===== src/dc_seq_consts.vh =====
/*
 constants for the dc test macro sequencer: register offsets, field positions,
 opcodes, test codes and timing counts. assumes a 200 MHz core clock.
*/
`ifndef DC_SEQ_CONSTS_VH
`define DC_SEQ_CONSTS_VH
// ************
// registers
// ************
`define ADDR_CMD 4'h0
`define ADDR_STATUS 4'h1
`define ADDR_IFACE 4'h2
`define ADDR_DELAY 4'h3
`define ADDR_SETUP 4'h4
`define ADDR_FORCE 4'h5
`define ADDR_RESULT 4'h6
// ************
// commands, low nibble of cmd register
// ************
`define OP_RESET 4'h1
`define OP_DELAY 4'h2
`define OP_WAIT 4'h3
`define OP_CLRFAIL 4'h4
`define OP_SELTEST 4'h5
`define OP_MEASNUM 4'h6
`define OP_MEASPIN 4'h7
`define OP_RELAYEN 4'h8
`define OP_RELAYDIS 4'h9
`define OP_CONNECT 4'ha
`define OP_DISCONNECT 4'hb
// ************
// fields and codes
// ************
`define FAIL_FCT 0
`define FAIL_DCT 1
`define FAIL_TRIP 2
`define IFACE_W 15
`define TEST_MAX 4'ha
`define TEST_NONE 4'h8
// ************
// timing
// ************
`define RESET_TIME_NS 5370
`define CLK_NS 5
`define RESET_CYC ((`RESET_TIME_NS + `CLK_NS - 1) / `CLK_NS)
`define STEP_CYC 16'h0004
`endif


===== src/dc_test_macro_sequencer.v =====
/*
 dc test macro sequencer: command port, delay and wait control, fail flags,
 external interface register and the stored test macro engine.
 assumes a classic wishbone master on the core clock and a measurement unit
 that accepts one step per stepValid pulse and returns measPass with it.
*/
// Decided for this implementation: the register offsets and register access over Wishbone.
`timescale 1ns/1ps
`include "dc_seq_consts.vh"
module dc_test_macro_sequencer #(
    parameter PIN_W = 8,
    parameter [31:0] RESET_CYCLES = `RESET_CYC
) (
    input wire core_clk,
    input wire reset,
    input wire wb_cyc_i,
    input wire wb_stb_i,
    input wire wb_we_i,
    input wire [3:0] wb_adr_i,
    input wire [3:0] wb_sel_i,
    input wire [31:0] wb_dat_i,
    output reg [31:0] wb_dat_o,
    output reg wb_ack_o,
    input wire measPass,
    input wire [15:0] measData,
    output reg stepValid,
    output reg [2:0] stepKind,
    output reg [PIN_W-1:0] stepPin,
    output reg stepIsCurrent,
    output reg [11:0] stepValue,
    output reg [1:0] stepRange,
    output reg relayEnable,
    output reg condDisconnect,
    output reg [`IFACE_W-1:0] externalIface,
    output reg busy
);
// step kinds driven to the measurement unit
localparam [2:0] K_CONNECT = 3'h0, K_RELAY = 3'h1, K_FORCE = 3'h2, K_MEASURE = 3'h3;
localparam [2:0] K_DISCON = 3'h4, K_COMPARE = 3'h5, K_RESET = 3'h6;
localparam [3:0] S_IDLE = 4'h0, S_CONN = 4'h1, S_RELOFF = 4'h2, S_FORCE = 4'h3;
localparam [3:0] S_MEAS = 4'h4, S_ZERO = 4'h5, S_RELON = 4'h6, S_REST = 4'h7;
localparam [3:0] S_SETTLE = 4'h8, S_FORCE2 = 4'h9, S_DISC = 4'ha, S_WAIT = 4'hb;
// ************
// registers
// ************
reg [3:0] state_q;
reg [31:0] timer_q;
reg [15:0] delay_q;
reg [2:0] fail_q;
reg [3:0] test_q;
reg testValid_q;
reg [PIN_W-1:0] restPin_q;
reg [PIN_W-1:0] curPin_q;
reg [PIN_W-1:0] tgtPin_q;
reg connected_q;
reg forceCur_q;
reg [11:0] forceVal_q;
reg [1:0] forceRng_q;
reg [11:0] altVal_q;
reg [15:0] result_q;
reg waitPend_q;
reg cmdErr_q;
wire wbReq = wb_cyc_i && wb_stb_i && !wb_ack_o;
wire wbWr = wbReq && wb_we_i;
wire [3:0] op = wb_dat_i[3:0];
wire [PIN_W-1:0] opPin = wb_dat_i[PIN_W+7:8];
wire idle = (state_q == S_IDLE) && (timer_q == 32'h0);
wire isCmd = wbWr && (wb_adr_i == `ADDR_CMD) && wb_sel_i[0];
// accepted only when test code 1..10 except 8
wire testOk = (wb_dat_i[19:16] != 4'h0) && (wb_dat_i[19:16] <= `TEST_MAX) &&
    (wb_dat_i[19:16] != `TEST_NONE);
wire [31:0] delayCyc = {16'h0000, delay_q};
wire [31:0] resetCyc = (delayCyc > RESET_CYCLES) ? delayCyc : RESET_CYCLES;
// ************
// wishbone read side
// ************
always @(posedge core_clk or posedge reset) begin
    if (reset) begin
        wb_ack_o <= 1'b0;
        wb_dat_o <= 32'h0;
    end else begin
        wb_ack_o <= wbReq;
        if (wbReq && !wb_we_i) begin
            case (wb_adr_i)
                `ADDR_STATUS: wb_dat_o <= {21'h0, cmdErr_q, testValid_q, test_q, connected_q,
                    fail_q, busy};
                `ADDR_IFACE: wb_dat_o <= {17'h0, externalIface};
                `ADDR_DELAY: wb_dat_o <= {16'h0, delay_q};
                `ADDR_SETUP: wb_dat_o <= {forceCur_q, 1'b0, forceRng_q, 12'h0, 8'h0, restPin_q};
                `ADDR_FORCE: wb_dat_o <= {4'h0, altVal_q, 4'h0, forceVal_q};
                `ADDR_RESULT: wb_dat_o <= {16'h0, result_q};
                default: wb_dat_o <= 32'h0;
            endcase
        end
    end
end
// ************
// sequencer
// ************
always @(posedge core_clk or posedge reset) begin
    if (reset) begin
        state_q <= S_IDLE;
        timer_q <= 32'h0;
        delay_q <= 16'h0;
        fail_q <= 3'h0;
        test_q <= 4'h0;
        testValid_q <= 1'b0;
        restPin_q <= {PIN_W{1'b0}};
        curPin_q <= {PIN_W{1'b0}};
        tgtPin_q <= {PIN_W{1'b0}};
        connected_q <= 1'b0;
        forceCur_q <= 1'b0;
        forceVal_q <= 12'h0;
        forceRng_q <= 2'h0;
        altVal_q <= 12'h0;
        result_q <= 16'h0;
        waitPend_q <= 1'b0;
        cmdErr_q <= 1'b0;
        stepValid <= 1'b0;
        stepKind <= K_RESET;
        stepPin <= {PIN_W{1'b0}};
        stepIsCurrent <= 1'b0;
        stepValue <= 12'h0;
        stepRange <= 2'h0;
        relayEnable <= 1'b0;
        condDisconnect <= 1'b0;
        externalIface <= {`IFACE_W{1'b0}};
        busy <= 1'b0;
    end else begin
        stepValid <= 1'b0;
        if (timer_q != 32'h0)
            timer_q <= timer_q - 32'h1;
        // connect drops the conditioner only when relay mode is disabled
        condDisconnect <= connected_q && !relayEnable;
        busy <= (state_q != S_IDLE) || (timer_q != 32'h0) || waitPend_q;
        if (waitPend_q && idle)
            waitPend_q <= 1'b0;
        if (wbWr && wb_adr_i == `ADDR_IFACE) begin
            if (wb_sel_i[0])
                externalIface[7:0] <= wb_dat_i[7:0];
            if (wb_sel_i[1])
                externalIface[14:8] <= wb_dat_i[14:8];
        end
        if (wbWr && wb_adr_i == `ADDR_DELAY) begin
            if (wb_sel_i[0])
                delay_q[7:0] <= wb_dat_i[7:0];
            if (wb_sel_i[1])
                delay_q[15:8] <= wb_dat_i[15:8];
        end
        // mode and value stay fixed while a macro runs
        if (wbWr && wb_adr_i == `ADDR_FORCE && state_q == S_IDLE) begin
            forceCur_q <= wb_dat_i[31];
            forceRng_q <= wb_dat_i[29:28];
            forceVal_q <= wb_dat_i[11:0];
            altVal_q <= wb_dat_i[27:16];
        end
        // commands during a macro or pending wait are refused and flagged
        if (isCmd && (state_q != S_IDLE || waitPend_q)) begin
            cmdErr_q <= 1'b1;
        end else if (isCmd) begin
            cmdErr_q <= 1'b0;
            case (op)
                `OP_RESET: begin
                    fail_q <= 3'h0;
                    testValid_q <= 1'b0;
                    test_q <= 4'h0;
                    connected_q <= 1'b0;
                    curPin_q <= {PIN_W{1'b0}};
                    relayEnable <= 1'b0;
                    forceCur_q <= 1'b1;
                    forceVal_q <= 12'h0;
                    forceRng_q <= 2'h0;
                    externalIface <= {`IFACE_W{1'b0}};
                    stepValid <= 1'b1;
                    stepKind <= K_RESET;
                    timer_q <= resetCyc;
                end
                `OP_DELAY: timer_q <= delayCyc;
                `OP_WAIT: waitPend_q <= !idle;
                `OP_CLRFAIL: fail_q <= fail_q & ~wb_dat_i[10:8];
                `OP_SELTEST: begin
                    if (testOk) begin
                        test_q <= wb_dat_i[19:16];
                        testValid_q <= 1'b1;
                        restPin_q <= connected_q ? curPin_q : {PIN_W{1'b0}};
                    end else begin
                        cmdErr_q <= 1'b1;
                    end
                end
                `OP_MEASNUM: begin
                    if (testValid_q) begin
                        tgtPin_q <= opPin;
                        state_q <= S_CONN;
                    end else begin
                        cmdErr_q <= 1'b1;
                    end
                end
                `OP_MEASPIN: begin
                    stepValid <= 1'b1;
                    stepKind <= K_COMPARE;
                    stepPin <= curPin_q;
                    timer_q <= {16'h0, `STEP_CYC};
                    if (!measPass)
                        fail_q[`FAIL_DCT] <= 1'b1;
                end
                `OP_RELAYEN: begin
                    relayEnable <= 1'b1;
                    condDisconnect <= 1'b0;
                end
                `OP_RELAYDIS: relayEnable <= 1'b0;
                `OP_CONNECT: begin
                    curPin_q <= opPin;
                    connected_q <= 1'b1;
                    stepValid <= 1'b1;
                    stepKind <= K_CONNECT;
                    stepPin <= opPin;
                    timer_q <= {16'h0, `STEP_CYC};
                end
                `OP_DISCONNECT: begin
                    curPin_q <= {PIN_W{1'b0}};
                    connected_q <= 1'b0;
                    stepValid <= 1'b1;
                    stepKind <= K_DISCON;
                    timer_q <= {16'h0, `STEP_CYC};
                end
                default: cmdErr_q <= 1'b1;
            endcase
        end
        // macro engine, one step per elapsed step time, except the settle state, which waits the delay and issues no step
        if (state_q != S_IDLE && timer_q == 32'h0) begin
            stepPin <= tgtPin_q;
            stepIsCurrent <= forceCur_q;
            stepRange <= forceRng_q;
            stepValue <= forceVal_q;
            timer_q <= {16'h0, `STEP_CYC};
            stepValid <= 1'b1;
            case (state_q)
                S_CONN: begin
                    stepKind <= K_CONNECT;
                    curPin_q <= tgtPin_q;
                    connected_q <= 1'b1;
                    if (test_q == 4'h3 || test_q == 4'h4) begin
                        state_q <= S_SETTLE;
                    end else if (forceCur_q) begin
                        relayEnable <= 1'b1;
                        condDisconnect <= 1'b0;
                        state_q <= S_RELOFF;
                    end else begin
                        state_q <= S_FORCE;
                    end
                end
                S_RELOFF: begin
                    stepKind <= K_RELAY;
                    relayEnable <= 1'b0;
                    state_q <= S_FORCE;
                end
                S_FORCE: begin
                    stepKind <= K_FORCE;
                    state_q <= S_MEAS;
                end
                S_SETTLE: begin
                    stepValid <= 1'b0;
                    timer_q <= delayCyc;
                    state_q <= S_MEAS;
                end
                S_MEAS: begin
                    stepKind <= K_MEASURE;
                    result_q <= measData;
                    if (!measPass)
                        fail_q[`FAIL_DCT] <= 1'b1;
                    if (test_q == 4'h3 || test_q == 4'h4)
                        state_q <= S_IDLE;
                    else if (forceCur_q)
                        state_q <= S_ZERO;
                    else
                        state_q <= S_FORCE2;
                end
                S_ZERO: begin
                    stepKind <= K_FORCE;
                    stepValue <= 12'h0;
                    state_q <= S_RELON;
                end
                S_RELON: begin
                    stepKind <= K_RELAY;
                    stepValue <= 12'h0;
                    relayEnable <= 1'b1;
                    condDisconnect <= 1'b0;
                    state_q <= (test_q == 4'h1 || test_q == 4'h2) ? S_REST : S_IDLE;
                end
                S_REST: begin
                    stepKind <= K_CONNECT;
                    stepValue <= 12'h0;
                    stepPin <= restPin_q;
                    curPin_q <= restPin_q;
                    state_q <= S_IDLE;
                end
                S_FORCE2: begin
                    stepKind <= K_FORCE;
                    stepValue <= altVal_q;
                    state_q <= S_DISC;
                end
                S_DISC: begin
                    stepKind <= K_DISCON;
                    connected_q <= 1'b0;
                    curPin_q <= {PIN_W{1'b0}};
                    state_q <= S_IDLE;
                end
                default: state_q <= S_IDLE;
            endcase
        end
    end
end
endmodule // dc_test_macro_sequencer


===== config.mk =====
export PLATFORM = sky130hd
export DESIGN_NAME = dc_test_macro_sequencer
export DESIGN_NICKNAME = d
export VERILOG_FILES = /design/src/dc_test_macro_sequencer.v
export VERILOG_INCLUDE_DIRS = /design/src
export SDC_FILE = /design/constraint.sdc
export NUM_CORES = 1
export LEC_CHECK = 0
export BUFFER_PORTS_ARGS = -buffer_cell sky130_fd_sc_hd__buf_2
export CELL_PAD_IN_SITES_DETAIL_PLACEMENT = 1
export CELL_PAD_IN_SITES_GLOBAL_PLACEMENT = 1
export CORE_MARGIN = 8
export CORE_UTILIZATION = 25
export CTS_CLUSTER_DIAMETER = 100
export DETAILED_ROUTE_END_ITERATION = 8
export GPL_TIMING_DRIVEN = 0
export HOLD_SLACK_MARGIN = 0.15
export PLACE_DENSITY_LB_ADDON = 0.12
export SLEW_MARGIN = 30
export SYNTH_ARGS = -nofsm -noshare
export SYNTH_HDL_FRONTEND = slang
export SYNTH_SLANG_ARGS = --single-unit

===== constraint.sdc =====
create_clock -name core_clk -period 8.3 [get_ports core_clk]
set_input_delay 0.83 -clock core_clk [delete_from_list [all_inputs] [get_ports core_clk]]
set_output_delay 0.83 -clock core_clk [all_outputs]
set_load 0.005 [all_outputs]

==> PnR_summary.wiki, run 1 <==
{| class="wikitable"
! Metric !! Value
|-
| Run status || finished, final reports clean
|-
| Register-to-register setup slack || 4.73 ns
|-
| Path type of the worst setup path || reg2reg
|-
| Final-stage net count || 1253
|-
| Max-Slew Margin vs Limit || 0.3611
|-
| Number of antenna repair diodes || 0
|-
| Worst slack at placement || 4.502 ns
|-
| Via count of the first global-routing pass || 9409
|-
| Number of slew-limit violations in the final report || 0
|-
| Actual slew at the worst max-slew pin || 0.9548 ns
|-
| Clock insertion delay at the later pin of the skew report || 0.58 ns
|-
| Required time of the worst setup path || 8.80 ns
|-
| Number of fill cells in the layout || 4673
|-
| Unrepaired setup endpoints after global routing || false
|-
| Achievable frequency || 280.5 MHz
|-
| Commonest non-fill, non-tap cell in the layout || sky130_fd_sc_hd__dfrtp_1
|-
| Most used flip-flop cell after synthesis || sky130_fd_sc_hd__dfrtp_1
|-
| Worst reg2reg path startpoint || state_q[0]$_DFFE_PP0P_
|-
| Number of hold buffers added after cts || 0
|-
| CTS H-tree depth || 1
|-
| Final weighted congestion of routability-driven global placement || 0.7915
|-
| Mean routed wirelength per cell || 23.85 µm
|-
| Critical-path maximum fanout || 10
|-
| Cell at the root of the clock tree || sky130_fd_sc_hd__clkbuf_16
|-
| Total overflow reported by the global router || 0
|-
| Setup WS post-layout || 4.735 ns
|-
| Share of layout cells above drive strength 1 || 0.2275
|-
| Buffers added on ports || 130
|-
| Largest net degree at the start of global routing || 69
|-
| Worst Setup Start Kind || flop
|-
| Total of max-cap violations || 0
|-
| Total of cells resized after clock tree synthesis || 0
|-
| Pwr Density || 208.7 nW/µm²
|-
| Peak per-stage delay on the critical path || 0.94 ns
|-
| Endpoint arrival time on the critical path || 4.07 ns
|-
| Final worst-path cycle share || 0.4296
|-
| Share of the yosys chip area belonging to registers || 0.5027
|-
| Post-detailed-route via-to-cell ratio || 5.034
|-
| Clock tree skew after final layout || 0.01673 ns
|-
| Number of enable-type register cells in the synthesized netlist || 0
|-
| Layout overhead on the synthesized area || 22.48%
|-
| Total leakage power || 0.005764 µW
|-
| Iteration count of the initial detailed-routing pass || 5
|-
| Worst voltage drop across the vdd grid || 0.1195 mV
|-
| Number of violations reported at the end of detailed-routing iteration 0 || 435
|-
| Hold/Removal Path Class || in2async
|-
| GRT Overall Usage || 0.1731
|-
| Final cell count without fillers || 1741
|-
| Die area || 47990 µm²
|-
| Initial cell density of the core || 0.2531
|-
| Post-synthesis register bit count || 207
|-
| Crit end category || flop
|-
| I/O pin count || 140
|-
| Final standard cell utilization of the core || 0.3100
|-
| Die W || 219.1 µm
|-
| Total setup violations reported at the end of the flow || 0
|-
| TritonCTS clock tree || done
|-
| Fraction of registers with async set/reset || 1.000
|-
| Sequential Area || 5182 µm²
|-
| Highest-count cells in the layout ignoring fill and taps || 205 x sky130_fd_sc_hd__dfrtp_1, 140 x sky130_fd_sc_hd__buf_2, 132 x sky130_fd_sc_hd__nand2_1
|-
| Crit path max-delay cell type || sky130_fd_sc_hd__nor3_2
|-
| Sequence of cells on the critical path || clkbuf_1 > nor4_4 > nand4_1 > nor3_2 > or3_1 > o22ai_1 > o2bb2ai_1
|-
| HPWL reported at the end of detailed placement || 31340 µm
|-
| Power consumption || 2635 µW
|-
| DRC errors left || 0
|-
| Synth Net Count || 1090
|-
| Buffer depth of the longest clock path || 3
|-
| Number of warning messages in the yosys log || 0
|-
| Register-to-Register Path Depth || 7
|-
| Post-Route WL || 41520 µm
|-
| Number of different library cells in the post-synthesis netlist || 68
|-
| Placeable Area || 40740 µm²
|-
| Footprint of the multi-input gates || 4833 µm²
|-
| Mapped Avg Cell Area || 10.05 µm²
|-
| Final hold vios || 0
|-
| Vias || 8765
|-
| Fin crit period || 3.565 ns
|-
| Placement row count || 74
|-
| Clock input transition at the sequential cells of the worst setup and hold paths || 0.06 ns
|-
| Post-synth design cell area || 10310 µm²
|-
| Wire length of the first global-routing pass || 63060 µm
|-
| Clock Sinks || 207
|-
| Post-CTS setup repair buffer count || 0
|-
| Number of antenna violations at the first check in global routing || 1
|-
| Clock buffers created by TritonCTS || 27
|-
| Number of nets with antenna violations after detailed routing || 0
|-
| Synthesized instance count || 1026
|-
| Total instance count after detailed placement || 1692
|-
| Die Height || 219.1 µm
|-
| Reg-to-reg critical path endpoint || stepKind[2]$_DFF_PP1_
|}
## layout make-up
cell class	count	area share
sequential	207	0.4104
multi-input combinational	744	0.3828
clock buffer	39	0.06262
timing repair buffer	134	0.05866
tap	532	0.05272
buffer	60	0.02061
clock inverter	10	0.007134
inverter	15	0.005054
## kinds of logic after synthesis
kind of cell / Yosys count / share of synthesized area
xor gates and xnor gates: 25 / 0.02124
AOI/OAI and AO/OA: 222 / 0.1398
DFF: 207 / 0.5027
adders and majority gates: 2 / 0.002427
other: 1 / 0.0003637
muxes: 116 / 0.1204
and+or+nand+nor: 378 / 0.1824
buffers and inverters: 75 / 0.03070
## state kept, by name, indices dropped and copies added (netlist names), 12 cells and up
| register | cells |
|---|---|
| result_q | 16 |
| stepValue | 12 |
| externalIface | 15 |
| forceVal_q | 12 |
| altVal_q | 12 |
| timer_q | 32 |
| delay_q | 16 |
| wb_dat_o | 31 |
## metrics by stage
| stage | instance area, µm² | hold slack, ns | TNS (ns) |
|---|---|---|---|
| 2_1_floorplan | 10310 | 0.4535 | 0 |
| 3_3_place_gp | 11630 | 0.4464 | -328.82 |
| 3_5_place_dp | 11740 | 0.4512 | 0 |
| 4_1_cts | 12620 | 0.2030 | 0 |
| 5_1_grt | 12630 | 0.2183 | 0 |
| 6_report | 12630 | 0.2157 | 0 |
## cells in the mapped netlist (13+ instances only)
cell                       count  area share
sky130_fd_sc_hd__a21oi_1      37       0.018
sky130_fd_sc_hd__a22oi_1      43       0.031
sky130_fd_sc_hd__clkbuf_1     44       0.016
sky130_fd_sc_hd__dfrtp_1     205        0.50
sky130_fd_sc_hd__inv_1        15      0.0055
sky130_fd_sc_hd__mux2_2       55       0.060
sky130_fd_sc_hd__mux2i_1      52       0.050
sky130_fd_sc_hd__nand2_1     132       0.048
sky130_fd_sc_hd__nand2b_1     13      0.0079
sky130_fd_sc_hd__nand3_1      39       0.019
sky130_fd_sc_hd__nor2_1       92       0.033
sky130_fd_sc_hd__nor3_1       17      0.0083
sky130_fd_sc_hd__o21ai_0      53       0.026
sky130_fd_sc_hd__xnor2_1      15       0.013
## per-layer routing
layer	wire, µm	vias to the layer above	global-route usage
met2	19310	167	0.2743
met3	2046	33	0.03497
met1	19690	4534	0.2432
met4	477	0	0.03270
met5	0	-	0
li1	-	4031	-
## worst max-delay path, delay by kind of cell, from the launching register on
kind | cells | cell delay [ns]
simple gates | 4 | 2.66
flops | 1 | 0.36
compound gates | 2 | 0.24
buf+inv | 1 | 0.23
## how the worst max path moves through the flow
stage          cells past startpoint                       end  slack (ns)                    from
2_1_floorplan                      1   altVal_q[0]$_DFFE_PP0P_        1.82                   reset
3_3_place_gp                       2  wb_dat_o[23]$_DFFE_PP0P_       -1.63                   reset
3_5_place_dp                       8     stepKind[2]$_DFF_PP1_        4.50                wb_stb_i
4_1_cts                            7     stepKind[2]$_DFF_PP1_        4.68  state_q[0]$_DFFE_PP0P_
5_1_grt                            7     stepKind[2]$_DFF_PP1_        4.54  state_q[0]$_DFFE_PP0P_
6_report                           7     stepKind[2]$_DFF_PP1_        4.73  state_q[0]$_DFFE_PP0P_
## where the power goes
group	total (µW)	switching, µW	internal (µW)
Combinational	307	184	123
Sequential	1150	74.2	1070
Clock	1180	491	692
Note: power is estimated with default switching activity, not from simulation.
==> run 2, diff against run 1 <==
ABC_AREA = 1   (was default)
clock period = 3.25 ns   (was 8.3 ns; I/O delays follow)
==> PnR_summary.wiki, run 2 <==
{| class="wikitable"
! Metric !! Value
|-
| Total setup violations reported at the end of the flow || 0 (unchanged)
|-
| Critical-path maximum fanout || 10 (unchanged)
|-
| Number of slew-limit violations in the final report || 0 (unchanged)
|-
| Number of warning messages in the yosys log || 0 (unchanged)
|-
| Clock input transition at the sequential cells of the worst setup and hold paths || 0.06 ns (about the same)
|-
| Achievable frequency || 364.4 MHz (+30%)
|-
| Number of enable-type register cells in the synthesized netlist || 0 (unchanged)
|-
| Hold slack final || 0.1723 ns (-0.04343 ns)
|-
| Initial cell density of the core || 0.2507 (-0.002351)
|-
| Total overflow reported by the global router || 0 (unchanged)
|-
| Max-Slew Margin vs Limit || 0.4884 (+0.1272)
|-
| Final standard cell utilization of the core || 0.3221 (+0.01218)
|-
| Post-synthesis register bit count || 207 (unchanged)
|-
| Fin Setup TNS || 0 ns (unchanged)
|-
| CTS H-tree depth || 1 (unchanged)
|-
| Post-CTS setup repair buffer count || 0 (unchanged)
|-
| Die Height || 225.7 µm (+3.0%)
|-
| Clock buffers created by TritonCTS || 28 (+3.7%)
|-
| Leading registers by flop count || timer_q x32, wb_dat_o x31
|-
| Flip-flop count of the largest register, all copies and words added || 32 (unchanged)
|-
| Largest cells by area after synthesis || sky130_fd_sc_hd__dfrtp_1 47%, sky130_fd_sc_hd__nand2_1 15%, sky130_fd_sc_hd__nand3_1 6.3%, sky130_fd_sc_hd__nor2_1 6.1%, sky130_fd_sc_hd__o21ai_0 5.6%
|-
| Post-Route WL || 47300 µm (+14%)
|-
| Wire length of the first global-routing pass || 72620 µm (+15%)
|-
| Commonest cells post-synth || 428 x sky130_fd_sc_hd__nand2_1, 205 x sky130_fd_sc_hd__dfrtp_1, 178 x sky130_fd_sc_hd__nor2_1
|-
| Buffers added on ports || 135 (+3.8%)
|-
| Mean routed wirelength per cell || 20.63 µm (-14%)
|-
| Total of max-cap violations || 0 (unchanged)
|-
| Largest net degree at the start of global routing || 26 (-62%)
|-
| Clock insertion delay at the later pin of the skew report || 0.59 ns (about the same)
|-
| Die area || 50930 µm² (+6.1%)
|-
| Number of nets with antenna violations after detailed routing || 0 (unchanged)
|-
| Final cell count without fillers || 2293 (+32%)
|-
| Cell at the root of the clock tree || sky130_fd_sc_hd__clkbuf_16
|-
| Number of different library cells in the post-synthesis netlist || 51 (-25%)
|-
| Total instance count after detailed placement || 2192 (+30%)
|-
| Final hold vios || 0 (unchanged)
|-
| Placeable Area || 43840 µm² (+7.6%)
|-
| Fin crit period || 2.745 ns (-0.8208 ns)
|-
| Run status || finished, final reports clean
|-
| TritonCTS clock tree || done
|-
| Number of violations reported at the end of detailed-routing iteration 0 || 532 (+22%)
|-
| Synth Net Count || 1519 (+39%)
|-
| Cell type contributing the most total cell area after synthesis || sky130_fd_sc_hd__dfrtp_1
|-
| Vias || 10650 (+21%)
|-
| Post-synth design cell area || 10990 µm² (+6.6%)
|-
| Dominant cell by count in the synthesized netlist || sky130_fd_sc_hd__nand2_1
|-
| Most flops, register || timer_q
|-
| Crit end category || flop
|-
| Most used flip-flop cell after synthesis || sky130_fd_sc_hd__dfrtp_1
|-
| Worst Setup Start Kind || flop
|-
| Commonest non-fill, non-tap cell in the layout || sky130_fd_sc_hd__nand2_1
|-
| Register-to-register setup slack || 0.51 ns (-4.23 ns)
|-
| Share of the yosys chip area belonging to registers || 0.4715 (-0.03113)
|-
| HPWL reported at the end of detailed placement || 37840 µm (+21%)
|-
| Worst voltage drop across the vdd grid || 0.3936 mV (+230%)
|-
| Highest-count cells in the layout ignoring fill and taps || 428 x sky130_fd_sc_hd__nand2_1, 205 x sky130_fd_sc_hd__dfrtp_1, 178 x sky130_fd_sc_hd__nor2_1
|-
| Final weighted congestion of routability-driven global placement || 0.8419 (+6.4%)
|-
| Layout overhead on the synthesized area || 28.48%
|-
| Number of antenna violations at the first check in global routing || 2 (+1)
|-
| Pwr Density || 452.2 nW/µm² (+120%)
|-
| Synthesized instance count || 1455 (+42%)
|-
| Placement row count || 77 (+4.1%)
|-
| Power consumption || 6385 µW (+140%)
|-
| Final worst-path cycle share || 0.8445 (+0.4149)
|-
| Clock tree skew after final layout || 0.05803 ns (+0.04131 ns)
|-
| Fraction of registers with async set/reset || 1.000 (unchanged)
|-
| Mapped Avg Cell Area || 7.554 µm² (-25%)
|-
| Die W || 225.7 µm (+3.0%)
|-
| I/O pin count || 140 (unchanged)
|-
| Clock Sinks || 207 (unchanged)
|-
| Buffer depth of the longest clock path || 3 (unchanged)
|-
| Total leakage power || 0.007150 µW (+24%)
|-
| Area fraction of the dominant cell type after synthesis || 0.4668 (-0.03082)
|-
| Iteration count of the initial detailed-routing pass || 4 (-1)
|-
| Actual slew at the worst max-slew pin || 0.7594 ns (-0.1953 ns)
|-
| Final-stage net count || 1744 (+39%)
|-
| Endpoint arrival time on the critical path || 3.22 ns (-0.85 ns)
|-
| Hold/Removal Path Class || in2reg
|-
| Unrepaired setup endpoints after global routing || false
|-
| Required time of the worst setup path || 3.72 ns (-5.08 ns)
|-
| GRT Overall Usage || 0.1864 (+0.01329)
|-
| DRC errors left || 0 (unchanged)
|-
| Post-detailed-route via-to-cell ratio || 4.643 (-7.8%)
|-
| Via count of the first global-routing pass || 11390 (+21%)
|-
| Share of layout cells above drive strength 1 || 0.1707 (-0.05677)
|-
| Path type of the worst setup path || reg2reg
|}
-- run 2: changes by cell type after synthesis, sizes merged, moves of 27 or more --
cell / delta
nand3: +102
a22oi: -42
o21ai: +66
inv: +127
nor2: +109
mux2: -56
clkbuf: -27
nand2: +305
mux2i: -52
-- run 2: final cells by class --
cell class              instances  area (µm²)
fillers                      5349       29710
clock inverters                 9       123.9
repair buffers                195        1421
diodes                          2       5.005
flip-flops and latches        207        5182
inverters                     149       566.8
well taps                     592       740.7
multi-input cells            1053        4966
plain buffers                  46       279.0
clock buffers                  40       835.8
-- run 2: per-layer routing --
layer	wire length (µm)	GRT usage	part of all wire
met2	22650	0.3150	0.48
met1	22100	0.2485	0.47
met3	1416	0.02480	0.030
met4	1141	0.04822	0.024
met5	0	0	0
-- run 2: per-stage QoR --
step / cell area (µm²) / worst slack [ns]
finish: 14120 / 0.5055
global route: 14120 / 0.3926
CTS: 14120 / 0.5250
detailed placement: 12660 / 0.8378
global placement: 12410 / -1.589
floorplan: 10990 / 0.2404
-- run 2: worst max-delay path, stage by stage, from the launching register on --
cell                            delay (ns)
sky130_fd_sc_hd__dfrtp_1              0.38
sky130_fd_sc_hd__inv_1                0.08
sky130_fd_sc_hd__nand4_1              0.14
sky130_fd_sc_hd__inv_1                0.27
sky130_fd_sc_hd__nand2_1              0.21
sky130_fd_sc_hd__nor2_4               0.22
sky130_fd_sc_hd__buf_6                0.19
sky130_fd_sc_hd__nand2_4              0.14
sky130_fd_sc_hd__buf_2                0.26
sky130_fd_sc_hd__o21ai_0              0.11
sky130_fd_sc_hd__a21oi_1              0.05
sky130_fd_sc_hd__dlygate4sd3_1        0.56
-- run 2: cell families (layout without fill, tap and decap cells) --
logic type,count (synthesis),after routing,synth area share
mux,8,8,0.008196
other cells,1,3,0.0003412
simple gates,822,822,0.3250
flops,207,207,0.4715
fa+ha+maj,2,2,0.002277
buf+inv,195,439,0.07662
xor+xnor,13,13,0.01036
compound gates,207,207,0.1056
-- run 2: worst paths after layout --
path	cells past startpoint	start	to
worst max-delay path	11	wb_ack_o$_DFF_PP0_	externalIface[13]$_DFF_PP0_
max in group asynchronous	8	reset	externalIface[8]$_DFF_PP0_
min in group asynchronous	3	reset	condDisconnect$_DFF_PP0_
worst min-delay path	3	wb_dat_i[12]	externalIface[12]$_DFF_PP0_
worst min register to register	2	stepPin[3]$_DFFE_PP0P_	stepPin[3]$_DFFE_PP0P_
worst max register to register	11	wb_ack_o$_DFF_PP0_	externalIface[13]$_DFF_PP0_
-- run 2: where the power goes --
group / total [µW] / switching, µW / internal (µW)
registers: 2720 / 74.9 / 2640
clock network: 3210 / 1270 / 1940
logic: 456 / 271 / 184
-- run 2: timing repair --
action	CTS	global route
resized for setup	0	0
hold buffers	50	0
endpoints found under the hold margin	118	0
